[config.mk]
export PLATFORM = sky130hd
export DESIGN_NAME = uri_top
export DESIGN_NICKNAME = d
export VERILOG_FILES = /design/src/pkg/uri_pkg.sv /design/src/core/uri_baud_gen.sv /design/src/core/uri_top.sv
export VERILOG_INCLUDE_DIRS = /design/src /design/src/pkg
export SDC_FILE = /design/constraint.sdc
export NUM_CORES = 1
export LEC_CHECK = 0
export BUFFER_PORTS_ARGS = -buffer_cell sky130_fd_sc_hd__buf_2
export CAP_MARGIN = 20
export CORE_MARGIN = 2
export CORE_UTILIZATION = 45
export CTS_BUF_LIST = sky130_fd_sc_hd__clkbuf_4
export DETAILED_ROUTE_END_ITERATION = 8
export GPL_TIMING_DRIVEN = 0
export MAX_ROUTING_LAYER = met4
export SKIP_CTS_REPAIR_TIMING = 1
export SLEW_MARGIN = 20
export SYNTH_ARGS = -nofsm -noshare
export SYNTH_HDL_FRONTEND = slang
export SYNTH_HIERARCHICAL = 1
export SYNTH_SLANG_ARGS = --single-unit
[constraint.sdc]
create_clock -name clk -period 5.5 [get_ports clk]
set_input_delay 1.1 -clock clk [delete_from_list [all_inputs] [get_ports clk]]
set_output_delay 1.1 -clock clk [all_outputs]
set_load 0.005 [all_outputs]
[src/pkg/uri_defs.svh]
// Offsets, field positions, reset values and counts of the serial block.
// Assumes an 8-bit I/O bus with a three-bit register index.
`ifndef URI_DEFS_SVH
`define URI_DEFS_SVH

`define URI_ADDR_DATA 3'h0
`define URI_ADDR_STATUS 3'h1
`define URI_ADDR_CONTROL 3'h2
`define URI_ADDR_BAUD_LOW 3'h3
`define URI_ADDR_SHARED 3'h4

`define URI_BIT_RX_DONE 7
`define URI_BIT_TX_DONE 6
`define URI_BIT_TX_EMPTY 5
`define URI_BIT_FRAME_ERR 4
`define URI_BIT_OVERRUN 3
`define URI_BIT_PARITY_ERR 2
`define URI_BIT_DOUBLE 1
`define URI_BIT_MULTIPROC 0

`define URI_BIT_RX_IE 7
`define URI_BIT_TX_IE 6
`define URI_BIT_EMPTY_IE 5
`define URI_BIT_RX_EN 4
`define URI_BIT_TX_EN 3
`define URI_BIT_SIZE_TOP 2
`define URI_BIT_RX_NINTH 1
`define URI_BIT_TX_NINTH 0

`define URI_BIT_SEL 7
`define URI_BIT_SYNC 6
`define URI_BIT_PAR_EN 5
`define URI_BIT_PAR_ODD 4
`define URI_BIT_STOP2 3
`define URI_BIT_SIZE_HI 2
`define URI_BIT_SIZE_LO 1

`define URI_RST_STATUS 8'h20
`define URI_RST_CONTROL 8'h00
`define URI_RST_FRAME 7'h06
`define URI_RST_DIV_HI 4'h0
`define URI_RST_DIV_LO 8'h00

`define URI_OVS_NORMAL 5'd16
`define URI_OVS_DOUBLE 5'd8
`define URI_FIFO_DEPTH 2

`endif

[src/pkg/uri_pkg.sv]
// Types shared by the serial block.
// Assumes uri_defs.svh is compiled with it.
package uri_pkg;

  typedef struct packed {
    logic ninth;
    logic frame_err;
    logic parity_err;
    logic [7:0] data;
  } uri_rx_entry_s;

  typedef enum logic [1:0] {
    URI_TX_IDLE = 2'b01,
    URI_TX_SEND = 2'b10
  } uri_tx_state_e;

  typedef enum logic [2:0] {
    URI_RX_IDLE = 3'b001,
    URI_RX_START = 3'b010,
    URI_RX_BITS = 3'b100
  } uri_rx_state_e;

endpackage

[src/core/uri_baud_gen.sv]
// Oversample tick generator: one tick every divisor+1 clocks.
// Assumes the divisor is stable except when reload is pulsed.
`timescale 1ns/1ns
module uri_baud_gen #(
  parameter int DIV_W = 12
) (
  input wire logic clk,
  input wire logic rst,
  input wire logic [DIV_W-1:0] divisor,
  input wire logic reload,
  output logic tick
);
  logic [DIV_W-1:0] count;

  always_ff @(posedge clk or posedge rst) begin
    if (rst) begin
      count <= '0;
      tick <= 1'b0;
    end else if (reload) begin
      // Restart at once; this edge reloads the divisor held before the write
      count <= divisor;
      tick <= 1'b0;
    end else if (count == '0) begin
      count <= divisor;
      tick <= 1'b1;
    end else begin
      count <= count - 1'b1;
      tick <= 1'b0;
    end
  end
endmodule

[src/core/uri_top.sv]
// Serial transceiver with its register file on an 8-bit I/O port.
// Assumes a CPU bus with one-cycle read and write strobes on clk.
`timescale 1ns/1ns
`include "uri_defs.svh"
module uri_top
  import uri_pkg::*;
#(
  parameter int DIV_W = 12
) (
  input wire logic clk,
  input wire logic rst,
  input wire logic [2:0] io_addr,
  input wire logic io_wr,
  input wire logic io_rd,
  input wire logic [7:0] io_wdata,
  output logic [7:0] io_rdata,
  input wire logic global_irq_en,
  input wire logic tx_done_ack,
  input wire logic rxd,
  output logic txd,
  output logic txd_drive_n,
  output logic rxd_owned,
  output logic irq_rx_done,
  output logic irq_tx_done,
  output logic irq_tx_empty
);

  ////////////////////////////////////////////////////////////////////////////
  // Register state
  logic [7:0] control_b;
  logic [6:0] frame_fmt;
  logic [3:0] div_high;
  logic [7:0] div_low;
  logic double_speed_bit;
  logic multiproc_filter_bit;
  logic tx_complete_flag;
  logic overrun_flag;
  logic prev_shared_rd;
  logic tick;
  localparam logic [7:0] RST_STATUS = `URI_RST_STATUS;

  wire wr_data = io_wr && (io_addr == `URI_ADDR_DATA);
  wire wr_status = io_wr && (io_addr == `URI_ADDR_STATUS);
  wire wr_control = io_wr && (io_addr == `URI_ADDR_CONTROL);
  wire wr_baud_low = io_wr && (io_addr == `URI_ADDR_BAUD_LOW);
  wire wr_shared = io_wr && (io_addr == `URI_ADDR_SHARED);
  wire rd_data = io_rd && (io_addr == `URI_ADDR_DATA);
  wire rd_shared = io_rd && (io_addr == `URI_ADDR_SHARED);

  wire receiver_enable = control_b[`URI_BIT_RX_EN];
  wire transmitter_enable = control_b[`URI_BIT_TX_EN];
  wire sync_mode = frame_fmt[`URI_BIT_SYNC];
  wire parity_enable_bit = frame_fmt[`URI_BIT_PAR_EN];
  wire parity_odd = frame_fmt[`URI_BIT_PAR_ODD];
  wire two_stop = frame_fmt[`URI_BIT_STOP2];
  wire [2:0] size_code = {control_b[`URI_BIT_SIZE_TOP],
                          frame_fmt[`URI_BIT_SIZE_HI],
                          frame_fmt[`URI_BIT_SIZE_LO]};

  // Reserved size codes fall back to eight bits
  wire [3:0] nbits = (size_code == 3'h7) ? 4'h9 :
                     (size_code[2]) ? 4'h8 : (4'h5 + {2'h0, size_code[1:0]});
  wire [4:0] ovs = (double_speed_bit && !sync_mode) ?
                   `URI_OVS_DOUBLE : `URI_OVS_NORMAL;
  wire [4:0] ovs_last = ovs - 5'd1;
  wire [4:0] ovs_half = (ovs >> 1) - 5'd1;

  logic [8:0] char_mask;
  genvar gi;
  generate
    for (gi = 0; gi < 9; gi++) begin : g_mask
      assign char_mask[gi] = (4'(gi) < nbits);
    end
  endgenerate

  uri_baud_gen #(
    .DIV_W(DIV_W)
  ) u_baud (
    .clk(clk),
    .rst(rst),
    .divisor({div_high, div_low}),
    .reload(wr_baud_low),
    .tick(tick)
  );

  ////////////////////////////////////////////////////////////////////////////
  // Transmit path
  uri_tx_state_e tx_state;
  logic tx_full;
  logic [8:0] tx_buffer;
  logic [12:0] tx_shift;
  logic [3:0] tx_bits_left;
  logic [4:0] tx_tick_cnt;
  logic [12:0] tx_frame;

  wire tx_owned = !txd_drive_n;
  wire tx_accept = wr_data && !tx_full;
  wire tx_load = (tx_state == URI_TX_IDLE) && tx_full && tx_owned;
  wire tx_bit_end = (tx_state == URI_TX_SEND) && tick &&
                    (tx_tick_cnt == ovs_last);
  wire tx_frame_end = tx_bit_end && (tx_bits_left == 4'h1);
  wire [8:0] tx_masked = tx_buffer & char_mask;
  wire tx_parity = (^tx_masked) ^ parity_odd;
  wire [3:0] tx_len = 4'h2 + nbits + {3'h0, parity_enable_bit} +
                      {3'h0, two_stop};

  always_comb begin
    tx_frame = 13'h1fff;
    tx_frame[0] = 1'b0;
    for (int i = 0; i < 9; i++) begin
      if (4'(i) < nbits) begin
        tx_frame[i+1] = tx_masked[i];
      end
    end
    if (parity_enable_bit) begin
      tx_frame[nbits+4'h1] = tx_parity;
    end
  end

  always_ff @(posedge clk or posedge rst) begin
    if (rst) begin
      tx_full <= 1'b0;
      tx_buffer <= 9'h000;
    end else if (tx_accept) begin
      tx_full <= 1'b1;
      tx_buffer <= {control_b[`URI_BIT_TX_NINTH], io_wdata};
    end else if (tx_load) begin
      tx_full <= 1'b0;
    end
  end

  always_ff @(posedge clk or posedge rst) begin
    if (rst) begin
      tx_state <= URI_TX_IDLE;
      tx_shift <= 13'h1fff;
      tx_bits_left <= 4'h0;
      tx_tick_cnt <= 5'd0;
    end else if (tx_load) begin
      tx_state <= URI_TX_SEND;
      tx_shift <= tx_frame;
      tx_bits_left <= tx_len;
      tx_tick_cnt <= 5'd0;
    end else if (tx_frame_end) begin
      tx_state <= URI_TX_IDLE;
      tx_shift <= 13'h1fff;
    end else if (tx_bit_end) begin
      tx_shift <= {1'b1, tx_shift[12:1]};
      tx_bits_left <= tx_bits_left - 4'h1;
      tx_tick_cnt <= 5'd0;
    end else if ((tx_state == URI_TX_SEND) && tick) begin
      tx_tick_cnt <= tx_tick_cnt + 5'd1;
    end
  end

  // Pin stays driven while anything remains to be sent
  wire tx_drained = (tx_state == URI_TX_IDLE) && !tx_full;
  wire next_tx_owned = transmitter_enable || (tx_owned && !tx_drained);

  always_ff @(posedge clk or posedge rst) begin
    if (rst) begin
      txd_drive_n <= 1'b1;
      txd <= 1'b1;
    end else begin
      txd_drive_n <= !next_tx_owned;
      txd <= (tx_state == URI_TX_SEND) ? tx_shift[0] : 1'b1;
    end
  end

  ////////////////////////////////////////////////////////////////////////////
  // Receive path
  uri_rx_state_e rx_state;
  logic rxd_meta;
  logic rxd_sync;
  logic [10:0] rx_shift;
  logic [3:0] rx_idx;
  logic [4:0] rx_tick_cnt;
  logic rx_done;
  uri_rx_entry_s rx_mem [`URI_FIFO_DEPTH];
  uri_rx_entry_s rx_hold;
  logic rx_hold_valid;
  logic rx_rd_ptr;
  logic [1:0] rx_count;

  always_ff @(posedge clk or posedge rst) begin
    if (rst) begin
      rxd_meta <= 1'b1;
      rxd_sync <= 1'b1;
    end else begin
      rxd_meta <= rxd;
      rxd_sync <= rxd_meta;
    end
  end

  wire [3:0] rx_total = nbits + {3'h0, parity_enable_bit} + 4'h1;
  wire rx_start_seen = (rx_state == URI_RX_IDLE) && !rxd_sync;
  wire rx_sample_start = (rx_state == URI_RX_START) && tick &&
                         (rx_tick_cnt == ovs_half);
  wire rx_sample_bit = (rx_state == URI_RX_BITS) && tick &&
                       (rx_tick_cnt == ovs_last);
  wire rx_last_bit = rx_sample_bit && (rx_idx == rx_total - 4'h1);

  always_ff @(posedge clk or posedge rst) begin
    if (rst) begin
      rx_state <= URI_RX_IDLE;
      rx_shift <= 11'h000;
      rx_idx <= 4'h0;
      rx_tick_cnt <= 5'd0;
      rx_done <= 1'b0;
    end else begin
      rx_done <= rx_last_bit && receiver_enable;
      case (rx_state)
        URI_RX_IDLE: begin
          rx_tick_cnt <= 5'd0;
          rx_idx <= 4'h0;
          if (receiver_enable && rx_start_seen) begin
            rx_state <= URI_RX_START;
          end
        end
        URI_RX_START: begin
          if (!receiver_enable) begin
            rx_state <= URI_RX_IDLE;
          end else if (rx_sample_start) begin
            // Glitch rejection: start bit must still be low mid-bit
            rx_state <= rxd_sync ? URI_RX_IDLE : URI_RX_BITS;
            rx_tick_cnt <= 5'd0;
          end else if (tick) begin
            rx_tick_cnt <= rx_tick_cnt + 5'd1;
          end
        end
        URI_RX_BITS: begin
          if (!receiver_enable || rx_last_bit) begin
            rx_state <= URI_RX_IDLE;
          end
          if (rx_sample_bit) begin
            rx_shift[rx_idx] <= rxd_sync;
            rx_idx <= rx_idx + 4'h1;
            rx_tick_cnt <= 5'd0;
          end else if (tick) begin
            rx_tick_cnt <= rx_tick_cnt + 5'd1;
          end
        end
        default: begin
          rx_state <= URI_RX_IDLE;
        end
      endcase
    end
  end

  // Decode the finished frame one cycle after its last sample
  wire [8:0] rx_data9 = rx_shift[8:0] & char_mask;
  wire rx_stop_bit = rx_shift[nbits + {3'h0, parity_enable_bit}];
  wire rx_par_bad = parity_enable_bit &&
                    ((^rx_data9) ^ parity_odd ^ rx_shift[nbits]);
  wire rx_type_bit = (nbits == 4'h9) ? rx_data9[8] : rx_stop_bit;
  wire rx_drop = multiproc_filter_bit && !rx_type_bit;
  wire rx_new = rx_done && !rx_drop;
  uri_rx_entry_s rx_word;
  assign rx_word = '{ninth: rx_data9[8], frame_err: !rx_stop_bit,
                     parity_err: rx_par_bad, data: rx_data9[7:0]};

  wire rx_pop = rd_data && (rx_count != 2'd0);
  wire [1:0] rx_after_pop = rx_count - {1'b0, rx_pop};
  wire rx_space = (rx_after_pop != 2'd2);
  wire rx_push_hold = rx_hold_valid && rx_space;
  wire rx_push_new = rx_new && rx_space && !rx_hold_valid;
  wire rx_push = rx_push_hold || rx_push_new;
  wire rx_to_hold = rx_new && (rx_push_hold || !rx_space) &&
                    !(rx_hold_valid && !rx_space);
  wire rx_next_ptr = rx_rd_ptr ^ rx_pop;
  wire rx_wr_idx = rx_next_ptr ^ rx_after_pop[0];
  wire rx_overrun_evt = rx_start_seen && receiver_enable &&
                        (rx_count == 2'd2) && rx_hold_valid;

  always_ff @(posedge clk or posedge rst) begin
    if (rst) begin
      rx_rd_ptr <= 1'b0;
      rx_count <= 2'd0;
      rx_hold_valid <= 1'b0;
      rx_hold <= '0;
      rx_mem[0] <= '0;
      rx_mem[1] <= '0;
    end else if (!receiver_enable) begin
      rx_count <= 2'd0;
      rx_hold_valid <= 1'b0;
    end else begin
      rx_rd_ptr <= rx_next_ptr;
      rx_count <= rx_after_pop + {1'b0, rx_push};
      if (rx_push) begin
        rx_mem[rx_wr_idx] <= rx_push_hold ? rx_hold : rx_word;
      end
      if (rx_to_hold) begin
        rx_hold <= rx_word;
      end
      rx_hold_valid <= rx_to_hold || (rx_hold_valid && !rx_space);
    end
  end

  uri_rx_entry_s rx_head;
  assign rx_head = rx_mem[rx_rd_ptr];
  wire rx_complete_flag = (rx_count != 2'd0);
  wire head_frame_err = rx_complete_flag && rx_head.frame_err;
  wire head_parity_err = rx_complete_flag && rx_head.parity_err;

  ////////////////////////////////////////////////////////////////////////////
  // Control and status registers
  wire tx_done_set = tx_frame_end && !tx_full;
  wire tx_done_clr = tx_done_ack ||
                     (wr_status && io_wdata[`URI_BIT_TX_DONE]);

  always_ff @(posedge clk or posedge rst) begin
    if (rst) begin
      control_b <= `URI_RST_CONTROL;
      frame_fmt <= `URI_RST_FRAME;
      div_high <= `URI_RST_DIV_HI;
      div_low <= `URI_RST_DIV_LO;
      double_speed_bit <= RST_STATUS[`URI_BIT_DOUBLE];
      multiproc_filter_bit <= RST_STATUS[`URI_BIT_MULTIPROC];
      tx_complete_flag <= RST_STATUS[`URI_BIT_TX_DONE];
      overrun_flag <= RST_STATUS[`URI_BIT_OVERRUN];
      prev_shared_rd <= 1'b0;
    end else begin
      prev_shared_rd <= rd_shared;
      tx_complete_flag <= tx_done_set || (tx_complete_flag && !tx_done_clr);
      if (!receiver_enable) begin
        overrun_flag <= 1'b0;
      end else begin
        overrun_flag <= rx_overrun_evt || (overrun_flag && !rx_pop);
      end
      if (wr_status) begin
        double_speed_bit <= io_wdata[`URI_BIT_DOUBLE];
        multiproc_filter_bit <= io_wdata[`URI_BIT_MULTIPROC];
      end
      if (wr_control) begin
        control_b <= io_wdata;
      end
      if (wr_baud_low) begin
        div_low <= io_wdata;
      end
      if (wr_shared && io_wdata[`URI_BIT_SEL]) begin
        frame_fmt <= io_wdata[6:0];
      end else if (wr_shared) begin
        div_high <= io_wdata[3:0];
      end
    end
  end

  wire [7:0] status_a = {rx_complete_flag, tx_complete_flag, !tx_full,
                         head_frame_err, overrun_flag, head_parity_err,
                         double_speed_bit, multiproc_filter_bit};
  // Receive ninth bit is live from the FIFO head, never stored
  wire [7:0] control_rd = {control_b[7:2], rx_head.ninth & rx_complete_flag,
                           control_b[`URI_BIT_TX_NINTH]};
  wire [7:0] shared_rd = prev_shared_rd ? {1'b1, frame_fmt} :
                         {4'h0, div_high};
  wire [7:0] next_rdata =
    (io_addr == `URI_ADDR_DATA) ? (rx_complete_flag ? rx_head.data : 8'h00) :
    (io_addr == `URI_ADDR_STATUS) ? status_a :
    (io_addr == `URI_ADDR_CONTROL) ? control_rd :
    (io_addr == `URI_ADDR_BAUD_LOW) ? div_low :
    (io_addr == `URI_ADDR_SHARED) ? shared_rd : 8'h00;

  always_ff @(posedge clk or posedge rst) begin
    if (rst) begin
      io_rdata <= 8'h00;
      rxd_owned <= 1'b0;
      irq_rx_done <= 1'b0;
      irq_tx_done <= 1'b0;
      irq_tx_empty <= 1'b0;
    end else begin
      if (io_rd) begin
        io_rdata <= next_rdata;
      end
      rxd_owned <= receiver_enable;
      irq_rx_done <= control_b[`URI_BIT_RX_IE] && global_irq_en &&
                     rx_complete_flag;
      irq_tx_done <= control_b[`URI_BIT_TX_IE] && global_irq_en &&
                     tx_complete_flag;
      irq_tx_empty <= control_b[`URI_BIT_EMPTY_IE] && global_irq_en &&
                      !tx_full;
    end
  end

endmodule

==> reports/results.txt <==
vias in the first global route: 6,022
root buffer cell: clkbuf_4
top cell type's share of synthesized area: 40.7%
CP startpoint kind: flop
Hold Slack: 0.353 ns
Worst path slowest cell: dfstp_2
Row Count: 49
Crit. End Element: flop
Reg clk slew, reported paths: 0.12 ns
clock skew: 0.0322 ns
utilization after layout: 50.2%
max-cap viol count: 0
CP top delay family: compound AO/OA/AOI/OAI gates
synth top area cells: dfrtp_1, mux2_2, dfstp_2
most frequent cells in the layout: dfrtp_1, nor2_1, mux2_2, nand2_1, buf_2
initial antenna violation count: 1
CTS tree: built
CTS H-tree lvls: 4
GRT Resource Usage Total: 21.1%
fin. max-slew vios: 0
Slew headroom: 29.6%
clock tree buffer depth: 2
worst setup path class: reg2reg
NumNets Final: 841
Post-Place Cells: 1,015
hold depth: 0
Post-Syn Instances: 755
Pwr Total: 2.93 mW
Die ar.: 0.0194 sq mm
number of cells on the critical path: 12
Seq/Total Area, Yosys: 47.4%
pre-CTS setup slack: 1.35 ns
Final Instance Area: 0.00901 sq mm
asr flop ratio synth: 100%
largest net degree at the start of global routing: 105
TritonCTS Sinks: 155
antenna-violating nets left: 0
Via Count: 5,949
clk_lat worst skew: 0.56 ns
area leader, netlist: dfrtp_1
global route total overflow: 0
Pre-antenna DRT Iters: 5
Final setup viols: 0
worst-margin pin slew: 1.05 ns
Min-Delay Startpoint: rxd_meta
placed cell areas: 0.00871 sq mm
R2R depth: 12
core area: 0.0180 sq mm
Layout Area Growth over Synthesis: 9.35%
Hold Fails Final Rpt: 0
gpl congestion: 0.867
status: complete, no violations
net count after synthesis: 791
Worst Hold Class: reg2reg
I/O pin count: 32
DRC viols: 0
post-DR vias/cell: 5.68
first-pass GRT wire length: 31,800 microns
wirelength, routed: 19,200 microns
Post-DP HPWL: 14,100 microns
DRT iter0 DRCs: 354
WHS Endpoint: rxd_sync
peak supply drop: 214 uV
RSZ-0062 raised after global routing: false
CP Cell Sequence: ha_1 -> nand2_1 -> o21ai_0 -> ha_1 -> ha_1 -> o22a_1 -> a2111oi_2 -> nor3_2 -> a21oi_2 -> nor3b_2 -> buf_6 -> mux2_4
synthesized area: 0.00824 sq mm
Final min period: 3.76 ns
P per Cell Area: 326 mW/mm^2
R2R Path End: rx_mem[14]
Worst Setup Slack, final: 1.74 ns
flops & latches, synth: 155
synthesis warning total: 6
WP data required: 5.94 ns
commonest non-fill, non-tap cell in the layout: dfrtp_1
Post-synth EDFFs: 0
final worst-path cycle share: 68.4%
Routed wire per std cell: 18.3 microns
Initial Util: 45.9%
share of cells above drive strength 1: 24.6%
max frequency: 266 MHz
CP most frequent cell: ha_1
port bufs: 30
CTS Buf Count: 17
RR Startpoint: frame_fmt[1]
Worst Path Arrival: 4.21 ns
die width: 139 microns
Lkg Pwr: 3.99 nW
die height: 139 microns
CP peak stage delay: 0.63 ns
WP buf/inv: 1
setup TNS: 0 ns
r2r setup slk: 1.74 ns
Mapped Avg Cell Area: 10.9 sq um
post-synth cell types: 71
crit-path max FO: 10
Non-Filler Instances: 1,048
ys flop type: dfrtp_1
==> cell families after synthesis <==
logic type	Yosys count	synth area share (%)
AO/OA/AOI/OAI	117	9.50
XOR/XNOR	46	5.39
adder cells (fa/ha/maj)	19	2.85
buffers and inverters	61	3.26
flip-flops	155	47.4
multiplexers	118	16.5
AND/OR/NAND/NOR	239	15.2
==> where the power goes <==
part / internal [mW] / switching (mW) / leakage, nW
Clock: 0.342 / 0.403 / 0.162
Combinational: 0.380 / 0.395 / 1.87
Sequential: 1.27 / 0.140 / 1.96
Total: 2.00 / 0.938 / 3.99
==> synth_stat cells (all sizes together), types with 16 or more instances <==
library cell and instances:
dfrtp 134, mux2 93, nor2 81, nand2 47, a21oi 28, inv 28
o21ai 25, xnor2 25, mux2i 23, dfstp 21, ha 18, nor3 18
xor2 18, clkbuf 17, buf 16
==> layout make-up <==
cell class                 count  area [sq um]
buffer                        33           164
clock buffer                  23           173
fill                        1644          8950
antenna                        1          2.50
tap                          229           287
sequential                   155          3910
inverter                      28           113
clock inverter                 9           124
timing repair buffer          31           178
multi-input combinational    539          4070
==> routing by layer <==
layer  track usage [%]  up-vias  routed length (microns)
met4              5.95        0                      313
li1                  -     2795                        -
met1              28.5     2997                     9070
met5                 -        -                        0
met2              33.2      134                     9040
met3              3.58       23                      760
==> worst max path at each step <==
stage                             from      endpoint  slack (ns)
after floorplan                    rst  control_b[0]        0.63
after global placement             rst   rx_shift[7]       -0.92
after detailed placement    io_addr[0]     rx_mem[0]        1.35
after CTS                 frame_fmt[1]    rx_mem[14]        1.75
after global routing      frame_fmt[1]    rx_mem[20]        1.51
final                     frame_fmt[1]    rx_mem[14]        1.74
==> state kept, by name (all words and copies together) (netlist names), 2 cells and up <==
| signal | flops |
|---|---|
| frame_fmt | 7 |
| rx_idx | 4 |
| tx_state | 2 |
| rx_state | 3 |
| rx_tick_cnt | 5 |
| tx_shift | 13 |
| rx_count | 2 |
| div_low | 8 |
| rx_shift | 11 |
| div_high | 4 |
| io_rdata | 8 |
| tx_tick_cnt | 5 |
| control_b | 7 |
| tx_bits_left | 4 |
| rx_hold | 11 |
| rx_mem | 22 |
| u_baud/count | 12 |
| tx_buffer | 9 |
(Power assumes the default switching activity.)
